[config.mk]
export PLATFORM = sky130hd
export DESIGN_NAME = ser_status
export DESIGN_NICKNAME = d
export VERILOG_FILES = /design/src/ser_pkg.sv /design/src/ser_event_log.sv /design/src/ser_status.sv
export SDC_FILE = /design/constraint.sdc
export NUM_CORES = 1
export LEC_CHECK = 0
export ABC_AREA = 1
export BUFFER_PORTS_ARGS = -buffer_cell sky130_fd_sc_hd__clkbuf_2
export CAP_MARGIN = 20
export CORE_ASPECT_RATIO = 0.9
export CORE_MARGIN = 2
export CORE_UTILIZATION = 39
export CTS_CLUSTER_DIAMETER = 50
export DETAILED_ROUTE_END_ITERATION = 10
export GPL_TIMING_DRIVEN = 0
export PLACE_DENSITY = 0.67
export SLEW_MARGIN = 20
export SYNTH_ARGS = -nofsm -noshare
export SYNTH_HDL_FRONTEND = slang
export SYNTH_SLANG_ARGS = --single-unit
[constraint.sdc]
create_clock -name i_clk -period 1.5 [get_ports i_clk]
set_input_delay 0.45 -clock i_clk [delete_from_list [all_inputs] [get_ports i_clk]]
set_output_delay 0.45 -clock i_clk [all_outputs]
set_load 0.01 [all_outputs]
[src/ser_pkg.sv]
package ser_pkg;

    localparam int SER_W = 8;

    // Standard event log bit positions
    localparam int SER_EVB_OPC = 0;
    localparam int SER_EVB_QUERY = 2;
    localparam int SER_EVB_DEVICE = 3;
    localparam int SER_EVB_EXEC = 4;
    localparam int SER_EVB_CMD = 5;
    localparam int SER_EVB_PWR = 7;

    // Bits of weight 2 and 64 never set
    localparam logic [7:0] SER_EVT_USED = 8'hBD;
    localparam logic [7:0] SER_EVT_ERRS = 8'h3C;
    localparam logic [7:0] SER_EVT_RST = 8'h80;

    // Status byte bit positions
    localparam int SER_STB_OUTP = 4;
    localparam int SER_STB_ESB = 5;
    localparam int SER_STB_RQS = 6;

    // Only message-available and event summary may request service
    localparam logic [7:0] SER_SRE_USED = 8'h30;
    localparam logic [7:0] SER_ZERO = 8'h00;
    localparam int SER_PSC_POS = 0;

    // Query selection, one-hot
    typedef enum logic [4:0] {
        SER_Q_ESR = 5'h01,
        SER_Q_ESE = 5'h02,
        SER_Q_SRE = 5'h04,
        SER_Q_STB = 5'h08,
        SER_Q_PSC = 5'h10
    } ser_query_t;

    // Operation-complete tracker states, one-hot
    typedef enum logic [1:0] {
        SER_OPC_IDLE = 2'h1,
        SER_OPC_WAIT = 2'h2
    } ser_opc_t;

endpackage

[src/ser_event_log.sv]
`timescale 1ns/10ps
module ser_event_log
    import ser_pkg::*;
#(
    parameter int W = ser_pkg::SER_W
)
(
    // Clock and reset
    input wire logic i_clk,
    input wire logic i_rst_n,
    // Event conditions and clear
    input wire logic [W-1:0] i_set,
    input wire logic i_clear,
    // Log state and error queue push
    output logic [W-1:0] o_log,
    output logic o_err_push
);
    logic [W-1:0] log_r;
    logic [W-1:0] log_nxt;
    logic push_r;
    logic push_nxt;

    always_comb
    begin
        log_nxt = log_r;
        push_nxt = 1'b0;
        if (!i_rst_n)
        begin
            // Reset stands for power cycling
            log_nxt = SER_EVT_RST[W-1:0];
        end
        else
        begin
            // Set wins over a clear in the same cycle
            if (i_clear)
            begin
                log_nxt = '0;
            end
            log_nxt = log_nxt | (i_set & SER_EVT_USED[W-1:0]);
            push_nxt = |(i_set & SER_EVT_ERRS[W-1:0]);
        end
    end

    always_ff @(posedge i_clk)
    begin
        log_r <= log_nxt;
        push_r <= push_nxt;
    end

    assign o_log = log_r;
    assign o_err_push = push_r;
endmodule

[src/ser_status.sv]
`timescale 1ns/10ps
// Notes on behaviour
// - Clear-status empties the event log and the request bit; summary bit 4 stays.
// - Reading the event log clears it and hides summary bit 4 until the output buffer empties.
// - Writing zero to the service request mask clears it.
// - At power-up both masks clear if power-on clear is 1, else kept.
// - Service request mask selects which summary bits raise service requests.
// - Status bit 6 set drives the bus service request automatically.
// - Request bit clears only by clear-status, serial poll or reading the causing register.
// - Serial poll returns status byte and clears only the request bit.
// - Serial polls never stall ordinary command processing.
// - Status query returns poll value and clears nothing.
// - Status query runs in command order, not through poll hardware.
// - Bit 4 shows pending output, clears when output buffer empties.
// - Bit 5 is OR of enabled standard event bits.
// - Event bits 2 to 5 also push an error queue entry.
// - Event weights fixed; weights 2 and 64 always read zero.
// - Query error set by empty read, unread response, or both buffers full.
// - Power-on bit set after power cycled since last read or clear.
// - Event log clears on clear-status and when read, clear-on-read.
// - Writing zero to the event enable mask clears it.
// - Operation-complete sets event bit 0 once earlier commands finish.
// - Event bits latch and ignore changes until cleared.
// - Summary bits do not latch; clearing an event removes its summary.
// - Status bit 5 is event summary; bits 0 to 3 and 7 read zero.
module ser_status
    import ser_pkg::*;
(
    // Clock and reset
    input wire logic i_clk,
    input wire logic i_rst_n,
    // Stored power-on clear setting, seen at reset
    input wire logic i_psc_nv,
    // Commands from the parser, in command order
    input wire logic i_cls,
    input wire logic i_ese_wr,
    input wire logic i_sre_wr,
    input wire logic i_psc_wr,
    input wire logic [ser_pkg::SER_W-1:0] i_wr_data,
    input wire logic i_query_valid,
    input wire ser_pkg::ser_query_t i_query_sel,
    input wire logic i_opc_cmd,
    input wire logic i_prior_done,
    // Event conditions
    input wire logic i_qe_empty_read,
    input wire logic i_qe_unread_resp,
    input wire logic i_qe_buffers_full,
    input wire logic i_dev_err,
    input wire logic i_exec_err,
    input wire logic i_cmd_err,
    // Output buffer state
    input wire logic i_output_pending_flag,
    // Bus serial poll
    input wire logic i_spoll,
    output logic o_spoll_valid,
    output logic [ser_pkg::SER_W-1:0] o_spoll_byte,
    // Query responses
    output logic o_resp_valid,
    output logic [ser_pkg::SER_W-1:0] o_resp_data,
    // Service request and status
    output logic o_srq,
    output logic [ser_pkg::SER_W-1:0] o_status_byte,
    output logic o_psc,
    output logic o_errq_push
);
    localparam int W = SER_W;

    logic [W-1:0] ese_r;
    logic [W-1:0] ese_nxt;
    logic [W-1:0] sre_r;
    logic [W-1:0] sre_nxt;
    logic psc_r;
    logic psc_nxt;
    logic rqs_r;
    logic rqs_nxt;
    logic [W-1:0] cause_r;
    logic [W-1:0] cause_nxt;
    logic req_prev_r;
    logic req_prev_nxt;
    logic outp_hide_r;
    logic outp_hide_nxt;
    ser_opc_t opc_r;
    ser_opc_t opc_nxt;
    logic opc_set;
    logic [W-1:0] spoll_byte_r;
    logic [W-1:0] spoll_byte_nxt;
    logic spoll_valid_r;
    logic spoll_valid_nxt;
    logic [W-1:0] resp_r;
    logic [W-1:0] resp_nxt;
    logic resp_valid_r;
    logic resp_valid_nxt;

    logic [W-1:0] evt_set;
    logic [W-1:0] evt_log;
    logic esr_read;
    logic outp_bit;
    logic esb_bit;
    logic [W-1:0] summary;
    logic [W-1:0] req_bits;
    logic req_now;
    logic [W-1:0] stb;

    function automatic logic [W-1:0] ser_bit(input int pos, input logic val);
        logic [W-1:0] b;
        b = '0;
        b[pos] = val;
        return b;
    endfunction

    assign esr_read = i_query_valid && (i_query_sel == SER_Q_ESR);

    // Condition capture
    always_comb
    begin
        evt_set = '0;
        evt_set[SER_EVB_OPC] = opc_set;
        evt_set[SER_EVB_QUERY] = i_qe_empty_read | i_qe_unread_resp | i_qe_buffers_full;
        evt_set[SER_EVB_DEVICE] = i_dev_err;
        evt_set[SER_EVB_EXEC] = i_exec_err;
        evt_set[SER_EVB_CMD] = i_cmd_err;
    end

    ser_event_log #(
        .W(W)
    ) ser_event_log_inst (
        .i_clk(i_clk),
        .i_rst_n(i_rst_n),
        .i_set(evt_set),
        .i_clear(i_cls | esr_read),
        .o_log(evt_log),
        .o_err_push(o_errq_push)
    );

    // Live summary, no latching
    always_comb
    begin
        outp_bit = i_output_pending_flag & ~outp_hide_r;
        esb_bit = |(evt_log & ese_r);
        summary = ser_bit(SER_STB_OUTP, outp_bit) | ser_bit(SER_STB_ESB, esb_bit);
        req_bits = summary & sre_r;
        req_now = |req_bits;
        stb = summary | ser_bit(SER_STB_RQS, rqs_r);
    end

    // Masks and power-on clear setting
    always_comb
    begin
        ese_nxt = ese_r;
        sre_nxt = sre_r;
        psc_nxt = psc_r;
        if (!i_rst_n)
        begin
            psc_nxt = i_psc_nv;
            if (i_psc_nv)
            begin
                ese_nxt = SER_ZERO;
                sre_nxt = SER_ZERO;
            end
        end
        else
        begin
            if (i_ese_wr)
            begin
                ese_nxt = i_wr_data & SER_EVT_USED;
            end
            if (i_sre_wr)
            begin
                sre_nxt = i_wr_data & SER_SRE_USED;
            end
            if (i_psc_wr)
            begin
                psc_nxt = i_wr_data[SER_PSC_POS];
            end
        end
    end

    // Operation-complete tracker
    always_comb
    begin
        opc_nxt = opc_r;
        opc_set = 1'b0;
        if (!i_rst_n)
        begin
            opc_nxt = SER_OPC_IDLE;
        end
        else
        begin
            case (opc_r)
                SER_OPC_IDLE:
                begin
                    if (i_opc_cmd)
                    begin
                        opc_nxt = SER_OPC_WAIT;
                    end
                end
                SER_OPC_WAIT:
                begin
                    if (i_prior_done)
                    begin
                        opc_set = 1'b1;
                        opc_nxt = SER_OPC_IDLE;
                    end
                end
                default:
                begin
                    opc_nxt = SER_OPC_IDLE;
                end
            endcase
        end
    end

    // Request service and its cause
    always_comb
    begin
        rqs_nxt = rqs_r;
        cause_nxt = cause_r;
        req_prev_nxt = req_now;
        outp_hide_nxt = outp_hide_r;
        if (!i_rst_n)
        begin
            rqs_nxt = 1'b0;
            cause_nxt = SER_ZERO;
            req_prev_nxt = 1'b0;
            outp_hide_nxt = 1'b0;
        end
        else
        begin
            if (i_cls)
            begin
                rqs_nxt = 1'b0;
                cause_nxt = SER_ZERO;
            end
            if (i_spoll)
            begin
                rqs_nxt = 1'b0;
                cause_nxt = SER_ZERO;
            end
            if (esr_read && cause_r[SER_STB_ESB])
            begin
                rqs_nxt = 1'b0;
                cause_nxt = SER_ZERO;
            end
            // Hidden until the buffer drains, so a refill shows again
            if (esr_read)
            begin
                outp_hide_nxt = 1'b1;
            end
            else if (!i_output_pending_flag)
            begin
                outp_hide_nxt = 1'b0;
            end
            // New request wins over any clear in the same cycle
            if (req_now && !req_prev_r)
            begin
                rqs_nxt = 1'b1;
                cause_nxt = req_bits;
            end
        end
    end

    // Serial poll, served beside the command path
    always_comb
    begin
        spoll_valid_nxt = 1'b0;
        spoll_byte_nxt = spoll_byte_r;
        if (!i_rst_n)
        begin
            spoll_byte_nxt = SER_ZERO;
        end
        else if (i_spoll)
        begin
            spoll_valid_nxt = 1'b1;
            spoll_byte_nxt = stb;
        end
    end

    // Query responses, in command order
    always_comb
    begin
        resp_valid_nxt = 1'b0;
        resp_nxt = resp_r;
        if (!i_rst_n)
        begin
            resp_nxt = SER_ZERO;
        end
        else if (i_query_valid)
        begin
            resp_valid_nxt = 1'b1;
            case (i_query_sel)
                SER_Q_ESR: resp_nxt = evt_log;
                SER_Q_ESE: resp_nxt = ese_r;
                SER_Q_SRE: resp_nxt = sre_r;
                SER_Q_STB: resp_nxt = stb;
                SER_Q_PSC: resp_nxt = ser_bit(SER_PSC_POS, psc_r);
                default: resp_nxt = SER_ZERO;
            endcase
        end
    end

    always_ff @(posedge i_clk)
    begin
        ese_r <= ese_nxt;
        sre_r <= sre_nxt;
        psc_r <= psc_nxt;
        opc_r <= opc_nxt;
        rqs_r <= rqs_nxt;
        cause_r <= cause_nxt;
        req_prev_r <= req_prev_nxt;
        outp_hide_r <= outp_hide_nxt;
        spoll_valid_r <= spoll_valid_nxt;
        spoll_byte_r <= spoll_byte_nxt;
        resp_valid_r <= resp_valid_nxt;
        resp_r <= resp_nxt;
    end

    assign o_srq = rqs_r;
    assign o_status_byte = stb;
    assign o_spoll_valid = spoll_valid_r;
    assign o_spoll_byte = spoll_byte_r;
    assign o_resp_valid = resp_valid_r;
    assign o_resp_data = resp_r;
    assign o_psc = psc_r;
endmodule

==> results of run 1 <==
## registers in the layout (all words and copies together), names as in the netlist, 2 cells and up
signal                    count
opc_r                         2
sre_r                         2
ese_r                         6
o_resp_data                   7
o_spoll_byte                  3
ser_event_log_inst.o_log      6
## critical path, cell delays in order (launching register included)
cell      delay [ns]
edfxtp_1        0.39
nand2_1         0.08
nand2_1         0.06
nor2_2          0.10
nand2_2         0.09
buf_6           0.13
## cell type report
class / instances / area, sq um / share of cell area (%)
buffer: 17 / 125 / 6.11
clock buffer: 5 / 68.8 / 3.36
clock inverter: 3 / 11.3 / 0.550
inverter: 35 / 131 / 6.42
multi-input combinational: 132 / 628 / 30.7
sequential: 34 / 771 / 37.7
tap: 48 / 60.1 / 2.93
timing repair buffer: 48 / 251 / 12.3
## kinds of logic (layout without fill, tap and decap cells)
logic type | Yosys count | in the layout
AOI/OAI and AO/OA | 25 | 25
buffers and inverters | 53 | 108
DFF | 34 | 34
other | 1 | 11
and+or+nand+nor | 96 | 96
## Yosys cell counts
library cell	number	area, sq um
edfxtp_1	9	270
o22ai_1	1	6.26
dfxtp_1	25	500
nor2_4	1	11.3
nand4_1	11	68.8
nor3_1	1	5.00
o31ai_1	1	7.51
nand2_2	1	6.26
a21oi_1	10	50.1
inv_1	32	120
buf_2	2	10.0
clkbuf_1	1	3.75
a41oi_1	1	8.76
nor2_2	1	6.26
nand3b_1	1	7.51
o21ai_0	4	20.0
clkbuf_8	1	13.8
a21oi_2	6	52.6
nand3_1	6	30.0
or2_2	1	6.26
inv_2	3	11.3
nand3_2	1	10.0
o21ai_1	2	10.0
nand2_1	57	214
nor2_1	15	56.3
conb_1	1	3.75
buf_4	14	105
## worst min path at each step
stage                                      from     endpoint  slack [ns]
after CTS                 i_output_pending_flag  outp_hide_r        0.40
final                     i_output_pending_flag  outp_hide_r        0.41
after floorplan                     outp_hide_r  outp_hide_r        0.44
after detailed placement            outp_hide_r  outp_hide_r        0.45
after global routing      i_output_pending_flag  outp_hide_r        0.43
after global placement              outp_hide_r  outp_hide_r        0.44
## per-layer routing
| layer | vias up | share of wire [%] |
|---|---|---|
| li1 | 760 | - |
| met1 | 623 | 46 |
| met2 | 48 | 44 |
| met3 | 9 | 6.2 |
| met4 | 0 | 3.2 |
| met5 | - | 0 |
## repair_timing
action,4_1_cts,5_1_grt
pin swaps,4,6
buffers inserted,1,1
gates resized for setup,3,2
endpoints found under the setup margin,2,2
## power by group through the flow
| stage | clock, W | combinational [W] | sequential [W] |
|---|---|---|---|
| floorplan | 0 | 0.000179 | 0.00106 |
| global placement | 0 | 0.000288 | 0.00106 |
| detailed placement | 0 | 0.000293 | 0.00106 |
| CTS | 0.000641 | 0.000299 | 0.00104 |
| global route | 0.000688 | 0.000344 | 0.00105 |
| finish | 0.000619 | 0.000308 | 0.00104 |
## through the flow
| step | power, W | std cells | area, sq um | utilization [%] | hold WS [ns] |
|---|---|---|---|---|---|
| 2_1_floorplan | 0.00124 | 219 | 1650 | - | 0.437 |
| 3_3_place_gp | 0.00135 | 313 | 1940 | 48.3 | 0.445 |
| 3_5_place_dp | 0.00136 | 313 | 1940 | 48.3 | 0.452 |
| 4_1_cts | 0.00198 | 321 | 2030 | 50.6 | 0.403 |
| 5_1_grt | 0.00208 | 322 | 2050 | 50.9 | 0.426 |
| 6_report | 0.00197 | 322 | 2050 | 50.9 | 0.408 |
==> impl_metrics.env, run 1 <==
export IMPL_status="complete, but fails checks"
export IMPL_violations="setup timing"
export IMPL_cts_tree="yes"
export IMPL_gr_usage_met1_pct=20.8
export IMPL_synthesis_area_per_instance_sq_um=7.73
export IMPL_cts_reportedPaths_clkPinSlew_ns=0.07
export IMPL_layout_worst_path_cycle_share_pct=105
export IMPL_switchingPower_w=0.000521
export IMPL_sort_of_element_at_the_start_of_the_critical_path="register"
export IMPL_netlist_cell_type_count=27
export IMPL_max_cap_violations=0
export IMPL_detail_route_wirelength_microns=3600
export IMPL_period_needed_ns=1.58
export IMPL_area_delta_synth_final_pct=26.7
export IMPL_core_area_sq_mm=0.00402
export IMPL_remaining_drc_errors=0
export IMPL_number_of_fillers_in_the_final_layout=441
export IMPL_power_density_cell_area_mw_per_mm2=962
export IMPL_power_leakage_nw=1.08
export IMPL_worst_endpoint_required_ns=1.05
export IMPL_synth_seq_cells=34
export IMPL_first_pass_grt_wire_length_microns=5720
export IMPL_drt_iter0_drc=56
export IMPL_ant_nets=0
export IMPL_yosys_area_share_simple_pct=26.1
export IMPL_cts_sink_count=34
export IMPL_regToRegEndpoint="cause_r[5]"
export IMPL_final_cell_mix="nand2_1 (57), clkbuf_2 (45), inv_1 (32)"
export IMPL_maxClockFrequency_mhz=633
export IMPL_fin_ws_ns=-0.0807
export IMPL_post_synthesis_share_of_cell_area_spent_on_full_adders_half_adders_and_majority_gates_pct=0
export IMPL_yosysWarnings=0
export IMPL_number_of_hold_violations_in_the_final_report=0
export IMPL_worstSetupEndpointType="output pin"
export IMPL_hold_path_class="primary input to register"
export IMPL_arrival_ns=1.13
export IMPL_fin_setup_tns_ns=-0.0807
export IMPL_diodes=0
export IMPL_fraction_of_layout_cells_with_a_size_suffix_above_1_pct=31.0
export IMPL_detailedRoute_firstPassIterationCount=4
export IMPL_slew_violations=0
export IMPL_post_synth_xor_area_fraction_pct=0
export IMPL_max_vdd_ir_drop_v=0.000509
export IMPL_crit_reg2reg_launch="ese_r[0]"
export IMPL_antenna_violations_before_repair=0
export IMPL_initial_core_util_pct=40.2
export IMPL_top_usage_layer="met2"
export IMPL_globalRouteOverflowTotal=0
export IMPL_part_of_the_yosys_area_used_for_sequential_elements_pct=47.7
export IMPL_mostFrequentLayoutCell="nand2_1"
export IMPL_timing_reg2reg_worst_path_depth=10
export IMPL_floorplan_rows=22
export IMPL_clock_tree_root_cell="clkbuf_8"
export IMPL_worstSetupStartpoint="ese_r[0]"
export IMPL_htreeDepth=2
export IMPL_cts_buffer_depth=2
export IMPL_grt_start_max_net_pins=11
export IMPL_highest_fanout_seen_on_the_critical_path=2
export IMPL_timing_critical_path_to="o_status_byte[5]"
export IMPL_synth_area_sq_mm=0.00162
export IMPL_gpl_final_weighted_congestion=0.849
export IMPL_die_h_microns=65.1
export IMPL_avgViaCountPerCell=4.47
export IMPL_setup_reg_to_reg_worst_slack_ns=0.16
export IMPL_power_report_internal_total_w=0.00145
export IMPL_rsz0062_at_grt="yes"
export IMPL_io_pins=60
export IMPL_hpwl_microns=2760
export IMPL_placement_io_buffers=46
export IMPL_share_of_the_synthesized_area_in_compound_gates_ao_oa_aoi_oai_pct=9.60
export IMPL_final_setup_skew_ns=0.00577
export IMPL_finalSetupViolations=1
export IMPL_criticalPathCategory="register to output pin"
export IMPL_die_area_sq_mm=0.00467
export IMPL_cts_buffers_inserted=5
export IMPL_sw_frac_of_total_pct=26.4
export IMPL_pre_cts_ws_ns=-0.126
export IMPL_globalRouteMet2Util_pct=26.0
export IMPL_wl_per_cell_microns=11.2
export IMPL_synth_top_family_by_area="simple AND/OR/NAND/NOR gates"
export IMPL_vias_in_the_first_global_route=1245
export IMPL_holdBufCountCts=0
export IMPL_global_route_usage_total_pct=16.4
export IMPL_p_seq_share_pct=52.9
export IMPL_finish_net_count=304
export IMPL_power_clock_fraction_pct=31.5
export IMPL_synthMuxAreaShare_pct=0
export IMPL_clkLatencyLatePin_ns=0.28
export IMPL_die_width_microns=71.8
export IMPL_hold_path_cell_count=3
export IMPL_via_count=1440
export IMPL_synthesis_instances=209
export IMPL_grtUsageMet3_pct=4.04
export IMPL_comb_power_share_pct=15.6
Note: power is estimated with default switching activity, not from simulation.
==> run 2, diff against run 1 <==
- GPL_TIMING_DRIVEN: 0 -> not set
==> impl_metrics.env, run 2 (synthesis results as in run 1) <==
export IMPL_die_h_microns=65.1
export IMPL_initial_core_util_pct=40.2
export IMPL_place_detailed_instances=300
export IMPL_clkLatencyLatePin_ns=0.28
export IMPL_timing_reg2reg_worst_path_depth=10
export IMPL_final_core_utilization_pct=48.7
export IMPL_highest_fanout_seen_on_the_critical_path=2
export IMPL_hold_path_cell_count=3
export IMPL_final_setup_skew_ns=0.00455
export IMPL_first_pass_grt_wire_length_microns=5330
export IMPL_pre_cts_ws_ns=0.0906
export IMPL_vias_in_the_first_global_route=1235
export IMPL_placement_io_buffers=46
export IMPL_worstSetupEndpointType="output pin"
export IMPL_power_leakage_nw=1.03
export IMPL_floorplan_rows=22
export IMPL_detail_route_wirelength_microns=3320
export IMPL_worst_endpoint_required_ns=1.05
export IMPL_die_area_sq_mm=0.00467
export IMPL_comb_power_share_pct=14.3
export IMPL_finish_net_count=294
export IMPL_max_cap_violations=0
export IMPL_arrival_ns=1.15
export IMPL_status="complete, but fails checks"
export IMPL_p_seq_share_pct=53.6
export IMPL_switchingPower_w=0.000496
export IMPL_cts_reportedPaths_clkPinSlew_ns=0.06
export IMPL_slew_violations=0
export IMPL_fin_total_pwr_w=0.00194
export IMPL_period_needed_ns=1.60
export IMPL_hold_path_class="primary input to register"
export IMPL_drt_iter0_drc=94
export IMPL_setup_reg_to_reg_worst_slack_ns=0.19
export IMPL_regToRegEndpoint="cause_r[5]"
export IMPL_remaining_drc_errors=0
export IMPL_largest_reg_flops=7
export IMPL_violations="setup timing"
export IMPL_fin_ws_ns=-0.0992
export IMPL_detailedRoute_firstPassIterationCount=4
export IMPL_power_report_internal_total_w=0.00145
export IMPL_avgViaCountPerCell=4.54
export IMPL_cts_sink_count=34
export IMPL_rsz0062_at_grt="yes"
export IMPL_die_width_microns=71.8
export IMPL_fin_setup_tns_ns=-0.0992
export IMPL_cts_tree="yes"
export IMPL_finalSetupViolations=1
export IMPL_crit_reg2reg_launch="ese_r[7]"
export IMPL_worst_hold_path_endpoint="o_spoll_valid"
export IMPL_gpl_final_weighted_congestion=0.843
export IMPL_area_delta_synth_final_pct=21.2
export IMPL_finish_cell_count_without_fillers=312
export IMPL_antenna_violations_before_repair=0
export IMPL_io_pins=60
export IMPL_ant_nets=0
export IMPL_cts_buffer_depth=2
export IMPL_timing_hold_worst_start="i_spoll"
export IMPL_number_of_hold_violations_in_the_final_report=0
export IMPL_hpwl_microns=2590
export IMPL_diodes=0
export IMPL_global_route_usage_total_pct=14.8
export IMPL_holdBufCountCts=0
export IMPL_mostFrequentLayoutCell="nand2_1"
export IMPL_grt_start_max_net_pins=19
export IMPL_power_density_cell_area_mw_per_mm2=993
export IMPL_criticalPathCategory="register to output pin"
export IMPL_fraction_of_layout_cells_with_a_size_suffix_above_1_pct=28.0
export IMPL_power_clock_fraction_pct=32.1
export IMPL_final_cell_mix="nand2_1 (57), clkbuf_2 (46), inv_1 (32)"
export IMPL_sw_frac_of_total_pct=25.5
export IMPL_core_area_sq_mm=0.00402
export IMPL_via_count=1415
export IMPL_layout_worst_path_cycle_share_pct=107
export IMPL_clock_tree_root_cell="clkbuf_8"
export IMPL_htreeDepth=2
export IMPL_globalRouteOverflowTotal=0
export IMPL_max_vdd_ir_drop_v=0.000340
export IMPL_wl_per_cell_microns=10.7
export IMPL_cts_buffers_inserted=5
export IMPL_maxClockFrequency_mhz=625
export IMPL_sort_of_element_at_the_start_of_the_critical_path="register"
==> run 2: layout make-up <==
type,instances,area (sq um)
clock buffers,8,80.1
fillers,421,2060
inverters,35,131
multi-input cells,132,618
flip-flops and latches,34,771
well taps,48,60.1
repair buffers,55,298
==> run 2: worst max path at each step <==
stage / startpoint / end / slack [ns] / cells past startpoint
final: ese_r[7] / o_status_byte[5] / -0.1 / 5
after detailed placement: i_query_sel[0] / o_resp_data[3] / 0.09 / 9
after floorplan: ese_r[7] / o_status_byte[5] / 0.24 / 5
after global placement: i_query_sel[1] / o_resp_data[5] / 0.1 / 8
after CTS: ese_r[2] / o_status_byte[5] / -0.08 / 5
after global routing: ese_r[7] / o_status_byte[5] / -0.21 / 5
==> run 2: critical path, cell delays in order, from the launching register on <==
cell and delay (ns):
edfxtp_1 0.38, nand2_1 0.08, nand2_1 0.05, nor2_1 0.13, nand2_2 0.10, clkbuf_2 0.13
==> run 2: power groups by stage <==
stage | Sequential, W | Combinational [W] | Clock (W)
final | 0.00104 | 0.000279 | 0.000625
after detailed placement | 0.00106 | 0.000259 | 0
after CTS | 0.00104 | 0.000273 | 0.000647
after floorplan | 0.00106 | 0.000179 | 0
after global placement | 0.00106 | 0.000258 | 0
after global routing | 0.00105 | 0.000315 | 0.000690
==> run 2: metal layers <==
layer | global-route usage, % | part of all wire (%) | up-vias
li1 | - | - | 743
met1 | 19.0 | 48 | 623
met2 | 23.5 | 45 | 41
met3 | 3.27 | 5.1 | 8
met4 | 7.08 | 2.2 | 0
met5 | 0 | 0 | -
==> run 2: timing repair <==
item | CTS | global route
pin swaps | 1 | 0
setup buffers | 2 | 2
gates resized for setup | 0 | 0
endpoints found under the setup margin | 1 | 1
==> run 2: stage by stage <==
step                area [sq um]  hold slack [ns]
floorplan                   1650            0.437
global placement            1850            0.448
detailed placement          1850            0.451
CTS                         1940            0.403
global route                1960            0.416
finish                      1960            0.411
